<file path="src/core/jiap_pkg.sv">
// Package: register map, field layout and carrier types of the indirect port
package jiap_pkg;
    // ************************************************************
    // Register offsets on the internal register bus
    // ************************************************************
    localparam logic [7:0] CTRL_OFFSET       = 8'h1e;
    localparam logic [7:0] DATA_OFFSET       = 8'h1f;
    localparam logic [7:0] ALIAS_FIRST       = 8'h20;
    localparam logic [7:0] ALIAS_LAST        = 8'h2e;
    // ************************************************************
    // Control field positions and reset values
    // ************************************************************
    localparam int         ADDR_MSB          = 10;
    localparam int         BURST_BIT         = 13;
    localparam int         WRITE_BIT         = 14;
    localparam int         INCR_BIT          = 15;
    localparam logic [15:0] CTRL_RESET       = 16'h0000;
    localparam logic [15:0] DATA_RESET       = 16'h0000;
    localparam logic [15:0] CTRL_WMASK       = 16'he7ff;
    localparam logic [4:0]  BURST_MAX        = 5'h10;
    localparam logic [10:0] MEM_DEPTH        = 11'h320;

    // Register access from the serial decoder
    typedef struct packed {
        logic        rd;
        logic        wr;
        logic [7:0]  addr;
        logic [15:0] wdata;
    } reg_req_t;

    // Indirect access toward registers or test memories
    typedef struct packed {
        logic        rd;
        logic        wr;
        logic        mem_sel;
        logic [10:0] addr;
        logic [15:0] wdata;
    } ind_req_t;
endpackage

</file>
<file path="src/core/jpeg_indirect_access_port.sv">
// Module: indirect register and test memory access port
//
// Behaviour
// - With control bit 13 set, data port accesses are treated as a burst.
// - A burst holds at most 16 transfers; later ones in it are dropped.
// - With bit 14 set, a data port write goes to the location in bits 10:0.
// - With bit 14 clear, a data port access reads the addressed location.
// - With bit 15 set, the indirect address steps by one after each access.
// - Bit 14, not the access direction, decides whether the target word is read or written.
// - The test memory select routes accesses to registers or the SRAMs.
// - During bursts, offsets 0x20 to 0x2e act as the data port.
// - The indirect address is 11 bits and names the next target location.
`timescale 1ns/10ps
module jpeg_indirect_access_port (
    input  wire logic              ref_clk,
    input  wire logic              rst,
    input  wire jiap_pkg::reg_req_t req,
    input  wire logic              burst_end,
    input  wire logic              test_memory_select,
    input  wire logic [15:0]       ind_rdata,
    output logic                   rvalid,
    output logic [15:0]            rdata,
    output jiap_pkg::ind_req_t     ind_req
);
    typedef struct packed {
        logic [15:0]        ctrl_r;
        logic [15:0]        data_r;
        logic [4:0]         count_r;
        logic               rvalid_r;
        logic [15:0]        rdata_r;
        logic               pend_r;
        jiap_pkg::ind_req_t ind_r;
    } state_t;

    state_t st_r;
    state_t st_nxt;
    logic   is_data;
    logic   is_alias;
    logic   in_burst;
    logic   allowed;

    // Offset decode for the burst aliases of the data port
    function automatic logic alias_hit(input logic [7:0] a);
        alias_hit = (a >= jiap_pkg::ALIAS_FIRST)
                  && (a <= jiap_pkg::ALIAS_LAST);
    endfunction

    // ************************************************************
    // Access decode
    // ************************************************************
    // burst flag from control
    assign in_burst = st_r.ctrl_r[jiap_pkg::BURST_BIT];
    assign is_alias = in_burst && alias_hit(req.addr);
    assign is_data  = (req.addr == jiap_pkg::DATA_OFFSET) || is_alias;
    assign allowed  = !in_burst || (st_r.count_r < jiap_pkg::BURST_MAX);

    // Next state
    always_comb begin
        st_nxt          = st_r;
        st_nxt.rvalid_r = 1'b0;
        st_nxt.ind_r.rd = 1'b0;
        st_nxt.ind_r.wr = 1'b0;
        if (burst_end || !in_burst) begin
            st_nxt.count_r = 5'h00;
        end
        // Capture indirect read data one cycle after the request
        if (st_r.pend_r) begin
            st_nxt.pend_r   = 1'b0;
            st_nxt.data_r   = ind_rdata;
            st_nxt.rdata_r  = ind_rdata;
            st_nxt.rvalid_r = 1'b1;
        end
        if (req.wr && req.addr == jiap_pkg::CTRL_OFFSET) begin
            st_nxt.ctrl_r = req.wdata & jiap_pkg::CTRL_WMASK;
        end else if (req.rd && req.addr == jiap_pkg::CTRL_OFFSET) begin
            st_nxt.rdata_r  = st_r.ctrl_r;
            st_nxt.rvalid_r = 1'b1;
        end else if ((req.rd || req.wr) && is_data && allowed) begin
            // target select follows test memory strap
            st_nxt.ind_r.mem_sel = test_memory_select;
            st_nxt.ind_r.addr    = st_r.ctrl_r[jiap_pkg::ADDR_MSB:0];
            if (in_burst) begin
                st_nxt.count_r = st_r.count_r + 5'h01;
            end
            if (st_r.ctrl_r[jiap_pkg::WRITE_BIT]) begin
                st_nxt.data_r      = req.wr ? req.wdata : st_r.data_r;
                st_nxt.ind_r.wdata = req.wr ? req.wdata : st_r.data_r;
                st_nxt.ind_r.wr    = 1'b1;
                if (req.rd) begin
                    st_nxt.rdata_r  = st_r.data_r;
                    st_nxt.rvalid_r = 1'b1;
                end
            end else begin
                st_nxt.ind_r.rd = 1'b1;
                st_nxt.pend_r   = req.rd;
                if (req.wr) begin
                    st_nxt.data_r = req.wdata;
                end
            end
            if (st_r.ctrl_r[jiap_pkg::INCR_BIT]) begin
                st_nxt.ctrl_r[jiap_pkg::ADDR_MSB:0] =
                    st_r.ctrl_r[jiap_pkg::ADDR_MSB:0] + 11'h001;
            end
        end else if (req.rd) begin
            // Unmapped or refused reads answer zero
            st_nxt.rdata_r  = 16'h0000;
            st_nxt.rvalid_r = 1'b1;
        end
    end

    // State register
    always_ff @(posedge ref_clk) begin
        if (rst) begin
            st_r        <= '0;
            st_r.ctrl_r <= jiap_pkg::CTRL_RESET;
            st_r.data_r <= jiap_pkg::DATA_RESET;
        end else begin
            st_r <= st_nxt;
        end
    end

    assign rvalid  = st_r.rvalid_r;
    assign rdata   = st_r.rdata_r;
    assign ind_req = st_r.ind_r;

    // ************************************************************
    // Checks
    // ************************************************************
    // unused bits clear
    chk_unused_bits_zero: assert property (@(posedge ref_clk)
        disable iff (rst)
        (st_r.ctrl_r & ~jiap_pkg::CTRL_WMASK) == 16'h0000)
        else $error("unused control bits set");
    chk_ctrl_readback: assert property (@(posedge ref_clk)
        disable iff (rst)
        req.rd && req.addr == jiap_pkg::CTRL_OFFSET
        |=> rvalid && rdata == $past(st_r.ctrl_r))
        else $error("control read back wrong");
    chk_burst_cap: assert property (@(posedge ref_clk)
        disable iff (rst)
        st_r.count_r <= jiap_pkg::BURST_MAX)
        else $error("burst overrun");
    chk_overrun_drop: assert property (@(posedge ref_clk)
        disable iff (rst)
        (req.rd || req.wr) && is_data && !allowed
        |=> !ind_req.rd && !ind_req.wr)
        else $error("access beyond burst cap forwarded");
    chk_write_through: assert property (@(posedge ref_clk)
        disable iff (rst)
        req.wr && is_data && allowed && st_r.ctrl_r[jiap_pkg::WRITE_BIT]
        |=> ind_req.wr && ind_req.wdata == $past(req.wdata))
        else $error("write not forwarded");
    chk_write_gate: assert property (@(posedge ref_clk)
        disable iff (rst)
        ind_req.wr |-> $past(st_r.ctrl_r[jiap_pkg::WRITE_BIT]))
        else $error("write strobe without write enable");
    chk_read_issue: assert property (@(posedge ref_clk)
        disable iff (rst)
        req.rd && is_data && allowed && !st_r.ctrl_r[jiap_pkg::WRITE_BIT]
        |=> ind_req.rd ##1 rvalid)
        else $error("read not issued");
    chk_read_gate: assert property (@(posedge ref_clk)
        disable iff (rst)
        ind_req.rd |-> !$past(st_r.ctrl_r[jiap_pkg::WRITE_BIT]))
        else $error("read strobe with write enable set");
    chk_auto_incr: assert property (@(posedge ref_clk)
        disable iff (rst)
        (req.rd || req.wr) && is_data && allowed
        && st_r.ctrl_r[jiap_pkg::INCR_BIT]
        |=> st_r.ctrl_r[jiap_pkg::ADDR_MSB:0]
        == $past(st_r.ctrl_r[jiap_pkg::ADDR_MSB:0]) + 11'h001)
        else $error("address not incremented");
    chk_target_addr: assert property (@(posedge ref_clk)
        disable iff (rst)
        (req.rd || req.wr) && is_data && allowed
        |=> ind_req.addr == $past(st_r.ctrl_r[jiap_pkg::ADDR_MSB:0]))
        else $error("indirect address wrong");
    chk_addr_hold: assert property (@(posedge ref_clk)
        disable iff (rst)
        !((req.rd || req.wr) && is_data && allowed)
        && !(req.wr && req.addr == jiap_pkg::CTRL_OFFSET)
        |=> $stable(st_r.ctrl_r))
        else $error("control changed without access");
    chk_mem_select: assert property (@(posedge ref_clk)
        disable iff (rst)
        (req.rd || req.wr) && is_data && allowed
        |=> ind_req.mem_sel == $past(test_memory_select))
        else $error("memory select wrong");
    chk_alias_gate: assert property (@(posedge ref_clk)
        disable iff (rst)
        (req.rd || req.wr) && alias_hit(req.addr) && !in_burst
        |=> !ind_req.wr && !ind_req.rd)
        else $error("alias outside burst");
    chk_refused_zero: assert property (@(posedge ref_clk)
        disable iff (rst)
        req.rd && req.addr != jiap_pkg::CTRL_OFFSET
        && !(is_data && allowed)
        |=> rvalid && rdata == 16'h0000)
        else $error("refused read not zero");
    chk_burst_count: assert property (@(posedge ref_clk)
        disable iff (rst)
        (req.rd || req.wr) && is_data && allowed && in_burst
        && !burst_end
        |=> st_r.count_r == $past(st_r.count_r) + 5'h01)
        else $error("burst count");
    chk_burst_clear: assert property (@(posedge ref_clk)
        disable iff (rst)
        (burst_end || !in_burst) && !((req.rd || req.wr) && is_data && allowed)
        |=> st_r.count_r == 5'h00)
        else $error("burst count not cleared");
    chk_read_data: assert property (@(posedge ref_clk)
        disable iff (rst)
        st_r.pend_r |=> rvalid && rdata == $past(ind_rdata))
        else $error("read data");
    chk_one_strobe: assert property (@(posedge ref_clk)
        disable iff (rst)
        !(ind_req.rd && ind_req.wr))
        else $error("read and write strobes together");
endmodule

</file>
<file path="config.mk">
export PLATFORM = sky130hd
export DESIGN_NAME = jpeg_indirect_access_port
export DESIGN_NICKNAME = d
export VERILOG_FILES = /design/src/core/jiap_pkg.sv /design/src/core/jpeg_indirect_access_port.sv
export SDC_FILE = /design/constraint.sdc
export NUM_CORES = 1
export LEC_CHECK = 0
export BUFFER_PORTS_ARGS = -buffer_cell sky130_fd_sc_hd__buf_2
export CAP_MARGIN = 20
export CORE_MARGIN = 10
export CORE_UTILIZATION = 45
export DETAILED_ROUTE_END_ITERATION = 7
export HOLD_SLACK_MARGIN = 0.05
export PLACE_DENSITY = 0.74
export RECOVER_POWER = 100
export SLEW_MARGIN = 20
export SYNTH_ARGS = -nofsm -noshare
export SYNTH_HDL_FRONTEND = slang
export SYNTH_SLANG_ARGS = --single-unit
</file>
<file path="constraint.sdc">
create_clock -name ref_clk -period 2.24 [get_ports ref_clk]
set_input_delay 0.448 -clock ref_clk [delete_from_list [all_inputs] [get_ports ref_clk]]
set_output_delay 0.448 -clock ref_clk [all_outputs]
set_load 0.05 [all_outputs]
</file>
### Word level (Yosys, flattened, before mapping)

Index checks and enable logic that the tools add are counted.

* equality and inequality tests: 3
* multipliers: 0
* multiplexer cells: 22
* add/sub/neg operators: 2
* reduce and logical (&&, ||, !) cells: 17
* $lt $le $gt $ge: 3
* shifts and indexed selects: 0
* divide/modulo/power cells: 0
* bitwise gates (word level): 3

Operator list (count)
* $mux W17: 5
* $mux W16: 5
* $mux W69: 1
* $mux W32: 2
* $mux W31: 2
* $mux W11: 2
* $mux W18: 1
* $eq A8 B5 Y1 const B: 2
* $add A11 B1 Y11 const B: 1
* $mux W5: 2
* $ge A8 B6 Y1 const B: 1
* $le A8 B6 Y1 const B: 1
* $logic_and A1 B1 Y1: 6
* $reduce_and A3 Y1: 2
* $add A5 B1 Y5 const B: 1
* $lt A5 B5 Y1 const B: 1
* $logic_or A1 B1 Y1: 4
* $reduce_and A4 Y1: 1
* $reduce_bool A2 Y1: 2
* $reduce_or A4 Y1: 1
* $not A1 Y1: 3
* $mux W2: 1
* $ne A2 B2 Y1 const B: 1
* $logic_not A1 Y1: 1
* $mux W1: 1

* word-level logic and storage cells: 62
* bits in registers: 83
* output and inout port bits: 47
* bits in read-only memories: 0
* RAM bits: 0
* input bits: 46
* memories kept: 0
* latch bits: 0

### Logic depth before layout (Yosys ltp)

Gate-level depths: netlist of run 1.

* depth in word-level cells: 9
* gate-level depth with buffers: 8
* mapped depth without buffers: 7

### Worst setup path before layout of run 1

OpenSTA, ideal clock, no wires.

* path kind: input to register
* from: in req[23] (netlist bit)
* to: reg st_r[76] (netlist bit)
* cell stages on the path: 6
* required time: 2.107 ns
* buffers on the path: 0
* data arrival time: 1.791 ns
* library setup time: 0.133 ns
* setup slack: 0.316 ns
* cells stage by stage: or4b_4 > o31ai_4 > nor2b_1 > nor4_1 > a31oi_1 > a31oi_1

* cells in the longest elaborated chain, start to end: 8
* elaborated cells on any way between the ends: 16
* classes of those cells: 2 x order compare; 3 x eq/ne; 1 x mux; 10 x reduce/logical

Ends and longest elaborated chain
* start, declared: line jpeg_indirect_access_port.sv:17 `input wire jiap_pkg::reg_req_t req,`
* $ge A8 B6 Y1 / $le A8 B6 Y1 (equally long branches): line jpeg_indirect_access_port.sv:44, jpeg_indirect_access_port.sv:45
* $logic_and A1 B1 Y1: line jpeg_indirect_access_port.sv:45 `&& (a <= jiap_pkg::ALIAS_LAST);`
* $logic_and A1 B1 Y1: line jpeg_indirect_access_port.sv:53 `assign is_alias = in_burst && alias_hit(req.addr);`
* $logic_or A1 B1 Y1: line jpeg_indirect_access_port.sv:54 `assign is_data = (req.addr == jiap_pkg::DATA_OFFSET) || is_alias;`
* $logic_and A1 B1 Y1 (2 in a row): line jpeg_indirect_access_port.sv:78 `end else if ((req.rd || req.wr) && is_data && allowed) begin`
* $reduce_bool A2 Y1 (no source line)
* $reduce_and A3 Y1 (no source line)
* end signal, assigned: line jpeg_indirect_access_port.sv:118 `st_r <= st_nxt;`
* end, declared: line jpeg_indirect_access_port.sv:35 `state_t st_r;`

Several ways; a longest one is shown, not always the timed one.
A chain may end at the register's enable or synchronous reset.

### Final worst setup path of run 1

* from: reg st_r, in the netlist in_burst
* to: reg st_r[56] (netlist bit)

* cells in the longest elaborated chain, start to end: 7
* elaborated cells on any way between the ends: 9
* classes of those cells: 3 x mux; 6 x reduce/logical

Ends and longest elaborated chain
* $logic_and A1 B1 Y1: line jpeg_indirect_access_port.sv:53
* $logic_or A1 B1 Y1: line jpeg_indirect_access_port.sv:54
* $logic_and A1 B1 Y1: line jpeg_indirect_access_port.sv:78
* $logic_and A1 B1 Y1 *: line jpeg_indirect_access_port.sv:78
* $mux W32 *: line jpeg_indirect_access_port.sv:78
* $mux W32 *: line jpeg_indirect_access_port.sv:75 `end else if (req.rd && req.addr == jiap_pkg::CTRL_OFFSET) begin`
* $mux W69 *: line jpeg_indirect_access_port.sv:73 `if (req.wr && req.addr == jiap_pkg::CTRL_OFFSET) begin`

Every way passes the cells marked *; elsewhere a longest branch is shown, timed or not. The select of a mux whose other input is x is not followed.

==> results of run 1 <==
## cell families (layout without fill, tap and decap cells)
kind of cell / after synthesis / in the layout / synth area share
flip-flops: 83 / 83 / 0.375
multiplexers: 14 / 14 / 0.0316
XOR/XNOR: 2 / 2 / 0.00396
buffers and inverters: 92 / 142 / 0.129
adder cells (fa/ha/maj): 2 / 2 / 0.00565
AND/OR/NAND/NOR: 173 / 173 / 0.193
AO/OA/AOI/OAI: 158 / 159 / 0.261
## power breakdown
part           switching, mW  internal [mW]
Sequential           0.00135           1.48
Combinational          0.103         0.0596
Clock                  0.559          0.571
## critical path: cells and delay by family, from the launching register on
kind            cells  cell delay, ps
simple gates        2             330
flops               1             410
compound gates      3            1160
## cell type report
| type | instances | area (µm²) |
|---|---|---|
| Multi-Input combinational cell | 350 | 2220 |
| Clock buffer | 11 | 151 |
| Clock inverter | 4 | 48.8 |
| Fill cell | 969 | 4790 |
| Timing Repair Buffer | 119 | 617 |
| Sequential cell | 83 | 1660 |
| Tap cell | 133 | 166 |
| Inverter | 8 | 30.0 |
## flip-flops by register name, summed over array words and instances (netlist names)
name / count
in_burst: 1
ind_req: 30
rdata: 16
rvalid: 1
st_r: 35
## routing by layer
layer	vias to the layer above	global-route usage	wire, µm
li1	1942	-	-
met1	1909	0.220	5560
met2	186	0.287	6030
met3	20	0.0453	908
met4	0	0.0504	201
met5	-	0	0
## synth_stat cells, types with 2 or more instances
cell type,number,area [µm²]
ha_1,2,25.0
a32oi_1,4,35.0
nor4_1,7,43.8
clkbuf_1,21,78.8
nor2_1,48,180
inv_1,8,30.0
nor2b_1,4,25.0
nand2_1,59,221
o211ai_1,5,37.5
nor3_1,3,15.0
a22oi_1,2,15.0
nor2_2,2,12.5
a221oi_1,8,70.1
o211a_1,7,70.1
nand3_1,4,20.0
buf_6,4,45.0
mux2i_1,14,140
a21oi_1,30,150
a31oi_1,12,75.1
a211oi_1,43,323
xor2_1,2,17.5
and3_1,4,25.0
nand2b_1,2,12.5
dfxtp_1,83,1660
o21ai_0,15,75.1
nand4b_1,2,17.5
a21boi_0,2,15.0
o221a_2,2,22.5
and4_1,2,17.5
a21o_1,13,97.6
or3_1,11,68.8
buf_4,49,368
buf_2,10,50.1
nor3_4,2,32.5
a211oi_2,7,87.6
and2_1,15,93.8
## repair_timing
item | 4_1_cts | 5_1_grt
hold endpoints to repair | 0 | 0
resized for setup | 0 | 1
endpoints found under the setup margin | 0 | 12
## worst paths after layout
path | endpoint | depth (start not counted) | from
setup / recovery | st_r[56]$_SDFF_PP0_ | 5 | in_burst$_SDFFE_PP0P_
hold / removal | ind_req[27]$_SDFFE_PP0P_ | 3 | test_memory_select
setup reg to reg | st_r[56]$_SDFF_PP0_ | 5 | in_burst$_SDFFE_PP0P_
hold reg to reg | ind_req[24]$_SDFFE_PP0P_ | 2 | ind_req[24]$_SDFFE_PP0P_
==> flow_metrics.env, run 1 <==
export IMPL_syn_inst=524
export IMPL_post_route_cell_area_um2=4890
export IMPL_arrival_ps=2270
export IMPL_wl_per_cell_um=17.9
export IMPL_io_pins=93
export IMPL_final_hold_viol_count=0
export IMPL_synth_edff_count=0
export IMPL_place_area_um2=4730
export IMPL_dpl_hpwl_um=9340
export IMPL_worst_setup_path_start_kind="register"
export IMPL_postLayoutCoreUtil=0.505
export IMPL_syn_avg_cell_area_um2=8.45
export IMPL_drive_above_1_share=0.193
export IMPL_cp_cell_sequence="nor2b_1 -> nand4b_1 -> a21o_1 -> a21oi_2 -> a211oi_1"
export IMPL_holdWs_ps=329
export IMPL_globalplace_congestion=0.876
export IMPL_die_w_um=119
export IMPL_r2r_setup_slack_ps=170
export IMPL_insertion_delay_ps=360
export IMPL_min_path_type="in -> reg"
export IMPL_required_ps=2450
export IMPL_clockBufferDepth=2
export IMPL_htree_levels=3
export IMPL_cts_clk_slew_worst_paths_ps=90
export IMPL_dp_slack_ps=-89.6
export IMPL_post_place_cells=692
export IMPL_port_buffers=92
export IMPL_start_util=0.457
export IMPL_drtAntennaViolNets=0
export IMPL_grt_ovfl_total=0
export IMPL_worst_slew_pin_slew_ps=881
export IMPL_antenna_cells=0
export IMPL_die_height_um=119
export IMPL_instances_no_fill=708
export IMPL_fin_crit_ps=2070
export IMPL_rsz0062_at_grt="true"
export IMPL_drtIter0Drc=284
export IMPL_routed_wl_um=12700
export IMPL_powerDensity_nw_per_um2=566
export IMPL_coreArea_um2=9680
export IMPL_crit_path_end_kind="register"
export IMPL_synth_warnings=0
export IMPL_clock_sinks=83
export IMPL_final_common_cell="dfxtp_1"
export IMPL_grt_pass1_wl_um=20600
export IMPL_skew_ps=10.1
export IMPL_finalWorstSetupSlack_ps=172
export IMPL_syn_nets=572
export IMPL_cp_slowest_stage_delay_ps=680
export IMPL_fmax_mhz=484
export IMPL_fin_nets=619
export IMPL_outcome="completed"
export IMPL_area_growth_pct=10.5
export IMPL_leakage_nw=1.89
export IMPL_drcViolationCount=0
export IMPL_synth_flop_cell="dfxtp_1"
export IMPL_critPathMaxFanout=14
export IMPL_ir_worst_vdd_mv=0.378
export IMPL_crit_slowest_cell="a21oi_2"
export IMPL_num_rows=36
export IMPL_postCtsHoldBufs=0
export IMPL_final_cell_mix="83 x dfxtp_1, 59 x nand2_1, 47 x nor2_1, 47 x clkbuf_1, 45 x buf_2"
export IMPL_vias=4057
export IMPL_setup_viol=0
export IMPL_grt_max_degree=33
export IMPL_grt_pass1_vias=4069
export IMPL_synth_distinct_cells=52
export IMPL_cts_buffers=9
export IMPL_antenna_found_initial=0
export IMPL_netlist_area_um2=4430
export IMPL_synth_seq_area_share=0.375
export IMPL_max_cap_violations=0
export IMPL_viasPerCell=5.73
export IMPL_total_power_mw=2.77
export IMPL_slew_violations=0
export IMPL_gr_usage_all_layers=0.175
export IMPL_cts_setup_buffers=0
export IMPL_slew_headroom=0.413
export IMPL_die_area_um2=14200
export IMPL_dr_pass1_iters=5
export IMPL_ys_ff_latch=83
export IMPL_path_class="reg -> reg"
export IMPL_fin_crit_sh=0.923
export IMPL_async_flop_share=0
export IMPL_cts_tree="done"
export IMPL_clk_root_buffer_cell="clkbuf_8"
export IMPL_tns_ps=0
No activity file was read; power rests on OpenSTA's default activity.
==> inputs of run 2 (changes only) <==
--- a/config.mk
+++ b/config.mk
@@ -8,10 +8,10 @@
 export BUFFER_PORTS_ARGS = -buffer_cell sky130_fd_sc_hd__buf_2
 export CAP_MARGIN = 20
 export CORE_MARGIN = 10
-export CORE_UTILIZATION = 45
+export CORE_UTILIZATION = 50
 export DETAILED_ROUTE_END_ITERATION = 7
 export HOLD_SLACK_MARGIN = 0.05
-export PLACE_DENSITY = 0.74
+export PLACE_DENSITY = 0.8
 export RECOVER_POWER = 100
 export SLEW_MARGIN = 20
 export SYNTH_ARGS = -nofsm -noshare
==> flow_metrics.env, run 2 (synthesis gave the netlist of run 1 again) <==
export IMPL_outcome="completed"
export IMPL_fin_nets=615
export IMPL_setup_viol=0
export IMPL_drcViolationCount=0
export IMPL_vias=4072
export IMPL_post_route_cell_area_um2=4790
export IMPL_grt_ovfl_total=0
export IMPL_powerDensity_nw_per_um2=551
export IMPL_coreArea_um2=8680
export IMPL_tns_ps=0
export IMPL_insertion_delay_ps=360
export IMPL_viasPerCell=5.99
export IMPL_grt_max_degree=33
export IMPL_max_flop_register="st_r"
export IMPL_die_w_um=114
export IMPL_routed_wl_um=12500
export IMPL_finalWorstSetupSlack_ps=208
export IMPL_hold_depth=3
export IMPL_area_growth_pct=8.17
export IMPL_num_rows=34
export IMPL_die_height_um=114
export IMPL_antenna_cells=0
export IMPL_cts_buffers=9
export IMPL_fin_crit_ps=2030
export IMPL_clockBufferDepth=2
export IMPL_slew_headroom=0.531
export IMPL_arrival_ps=2320
export IMPL_skew_ps=6.43
export IMPL_max_cap_violations=0
export IMPL_drtAntennaViolNets=0
export IMPL_clk_root_buffer_cell="clkbuf_8"
export IMPL_worst_setup_path_start_kind="input pin"
export IMPL_leakage_nw=1.85
export IMPL_total_power_mw=2.64
export IMPL_crit_path_end_kind="register"
export IMPL_postCtsHoldBufs=0
export IMPL_fmax_mhz=492
export IMPL_dr_pass1_iters=5
export IMPL_final_hold_viol_count=0
export IMPL_clock_sinks=83
export IMPL_required_ps=2530
export IMPL_largest_register_ffs=35
export IMPL_htree_levels=3
export IMPL_globalplace_congestion=0.887
export IMPL_hold_start="test_memory_select"
export IMPL_grt_pass1_wl_um=20200
export IMPL_wl_per_cell_um=18.3
export IMPL_dpl_hpwl_um=9320
export IMPL_worst_slew_pin_slew_ps=703
export IMPL_cts_tree="done"
export IMPL_antenna_found_initial=0
export IMPL_r2r_setup_slack_ps=260
export IMPL_die_area_um2=13000
export IMPL_r2r_end="ind_req[14]$_SDFFE_PP0P_"
export IMPL_final_cell_mix="83 x dfxtp_1, 59 x nand2_1, 50 x clkbuf_1"
export IMPL_r2r_start="in_burst$_SDFFE_PP0P_"
export IMPL_rsz0062_at_grt="false"
export IMPL_drive_above_1_share=0.175
export IMPL_start_util=0.510
export IMPL_critPathMaxFanout=7
export IMPL_grt_pass1_vias=4132
export IMPL_gr_usage_all_layers=0.189
export IMPL_ir_worst_vdd_mv=0.262
export IMPL_port_buffers=92
export IMPL_drtIter0Drc=188
export IMPL_place_area_um2=4720
export IMPL_fin_crit_sh=0.907
export IMPL_cts_clk_slew_worst_paths_ps=80
export IMPL_path_class="in -> reg"
export IMPL_holdPathEnd="ind_req[27]$_SDFFE_PP0P_"
export IMPL_min_path_type="in -> reg"
export IMPL_io_pins=93
export IMPL_dp_slack_ps=62.0
export IMPL_final_common_cell="dfxtp_1"
export IMPL_slew_violations=0
export IMPL_holdWs_ps=324
export IMPL_rr_worst_depth=7
[run 2: changes by cell type in the layout (fill, tap and decap cells not counted), sizes merged]
| cell | previous run | this run |
|---|---|---|
| a21oi | 32 | 31 |
| clkinvlp | 0 | 1 |
| buf | 72 | 64 |
| clkbuf | 58 | 63 |
| inv | 9 | 8 |
| clkinv | 2 | 4 |
| bufinv | 1 | 0 |
[run 2: stage by stage]
stage               std cells   util
floorplan                 524      -
global placement          664  0.543
detailed placement        664  0.543
CTS                       680  0.564
global route              680  0.552
finish                    680  0.552
[run 2: worst max-delay path by stage]
stage,startpoint,end,slack [ps],depth (start not counted)
2_1_floorplan,req[23],st_r[76]$_SDFFE_PP0P_,320,6
3_3_place_gp,req[23],st_r[76]$_SDFFE_PP0P_,100,7
3_5_place_dp,req[19],st_r[78]$_SDFFE_PP0P_,60,8
4_1_cts,in_burst$_SDFFE_PP0P_,st_r[78]$_SDFFE_PP0P_,230,7
5_1_grt,in_burst$_SDFFE_PP0P_,ind_req[12]$_SDFFE_PP0P_,20,7
6_report,req[23],st_r[73]$_SDFFE_PP0P_,210,7
[run 2: layout make-up]
type / instances / area [µm²]
inverter: 8 / 30.0
fill: 834 / 3890
clock inverter: 5 / 27.5
tap: 108 / 135
sequential: 83 / 1660
multi-input combinational: 349 / 2180
timing repair buffer: 116 / 606
clock buffer: 11 / 151
[run 2: power breakdown]
part | switching, mW | total (mW) | internal (mW)
Sequential | 0.00143 | 1.48 | 1.48
Combinational | 0.101 | 0.162 | 0.0611
Clock | 0.546 | 1.00 | 0.456
[run 2: worst max-delay path, cell delays in order]
cell and delay [ps]:
buf_2 100, or4b_1 630, o31ai_4 310, a211oi_2 130, nor2_1 380, o21ai_0 160
a21oi_1 160
[run 2: timing repair]
action,in CTS,in global routing
endpoints found under the setup margin,0,1
resized for setup,0,1
buffers inserted,0,0
endpoints found under the hold margin,0,0
[run 2: per-layer routing]
layer / up-vias / share of wire / GRT usage
met4: 0 / 0.028 / 0.0919
met2: 190 / 0.47 / 0.316
met3: 30 / 0.087 / 0.0556
met5: - / 0 / 0
met1: 1917 / 0.41 / 0.215
li1: 1935 / - / -
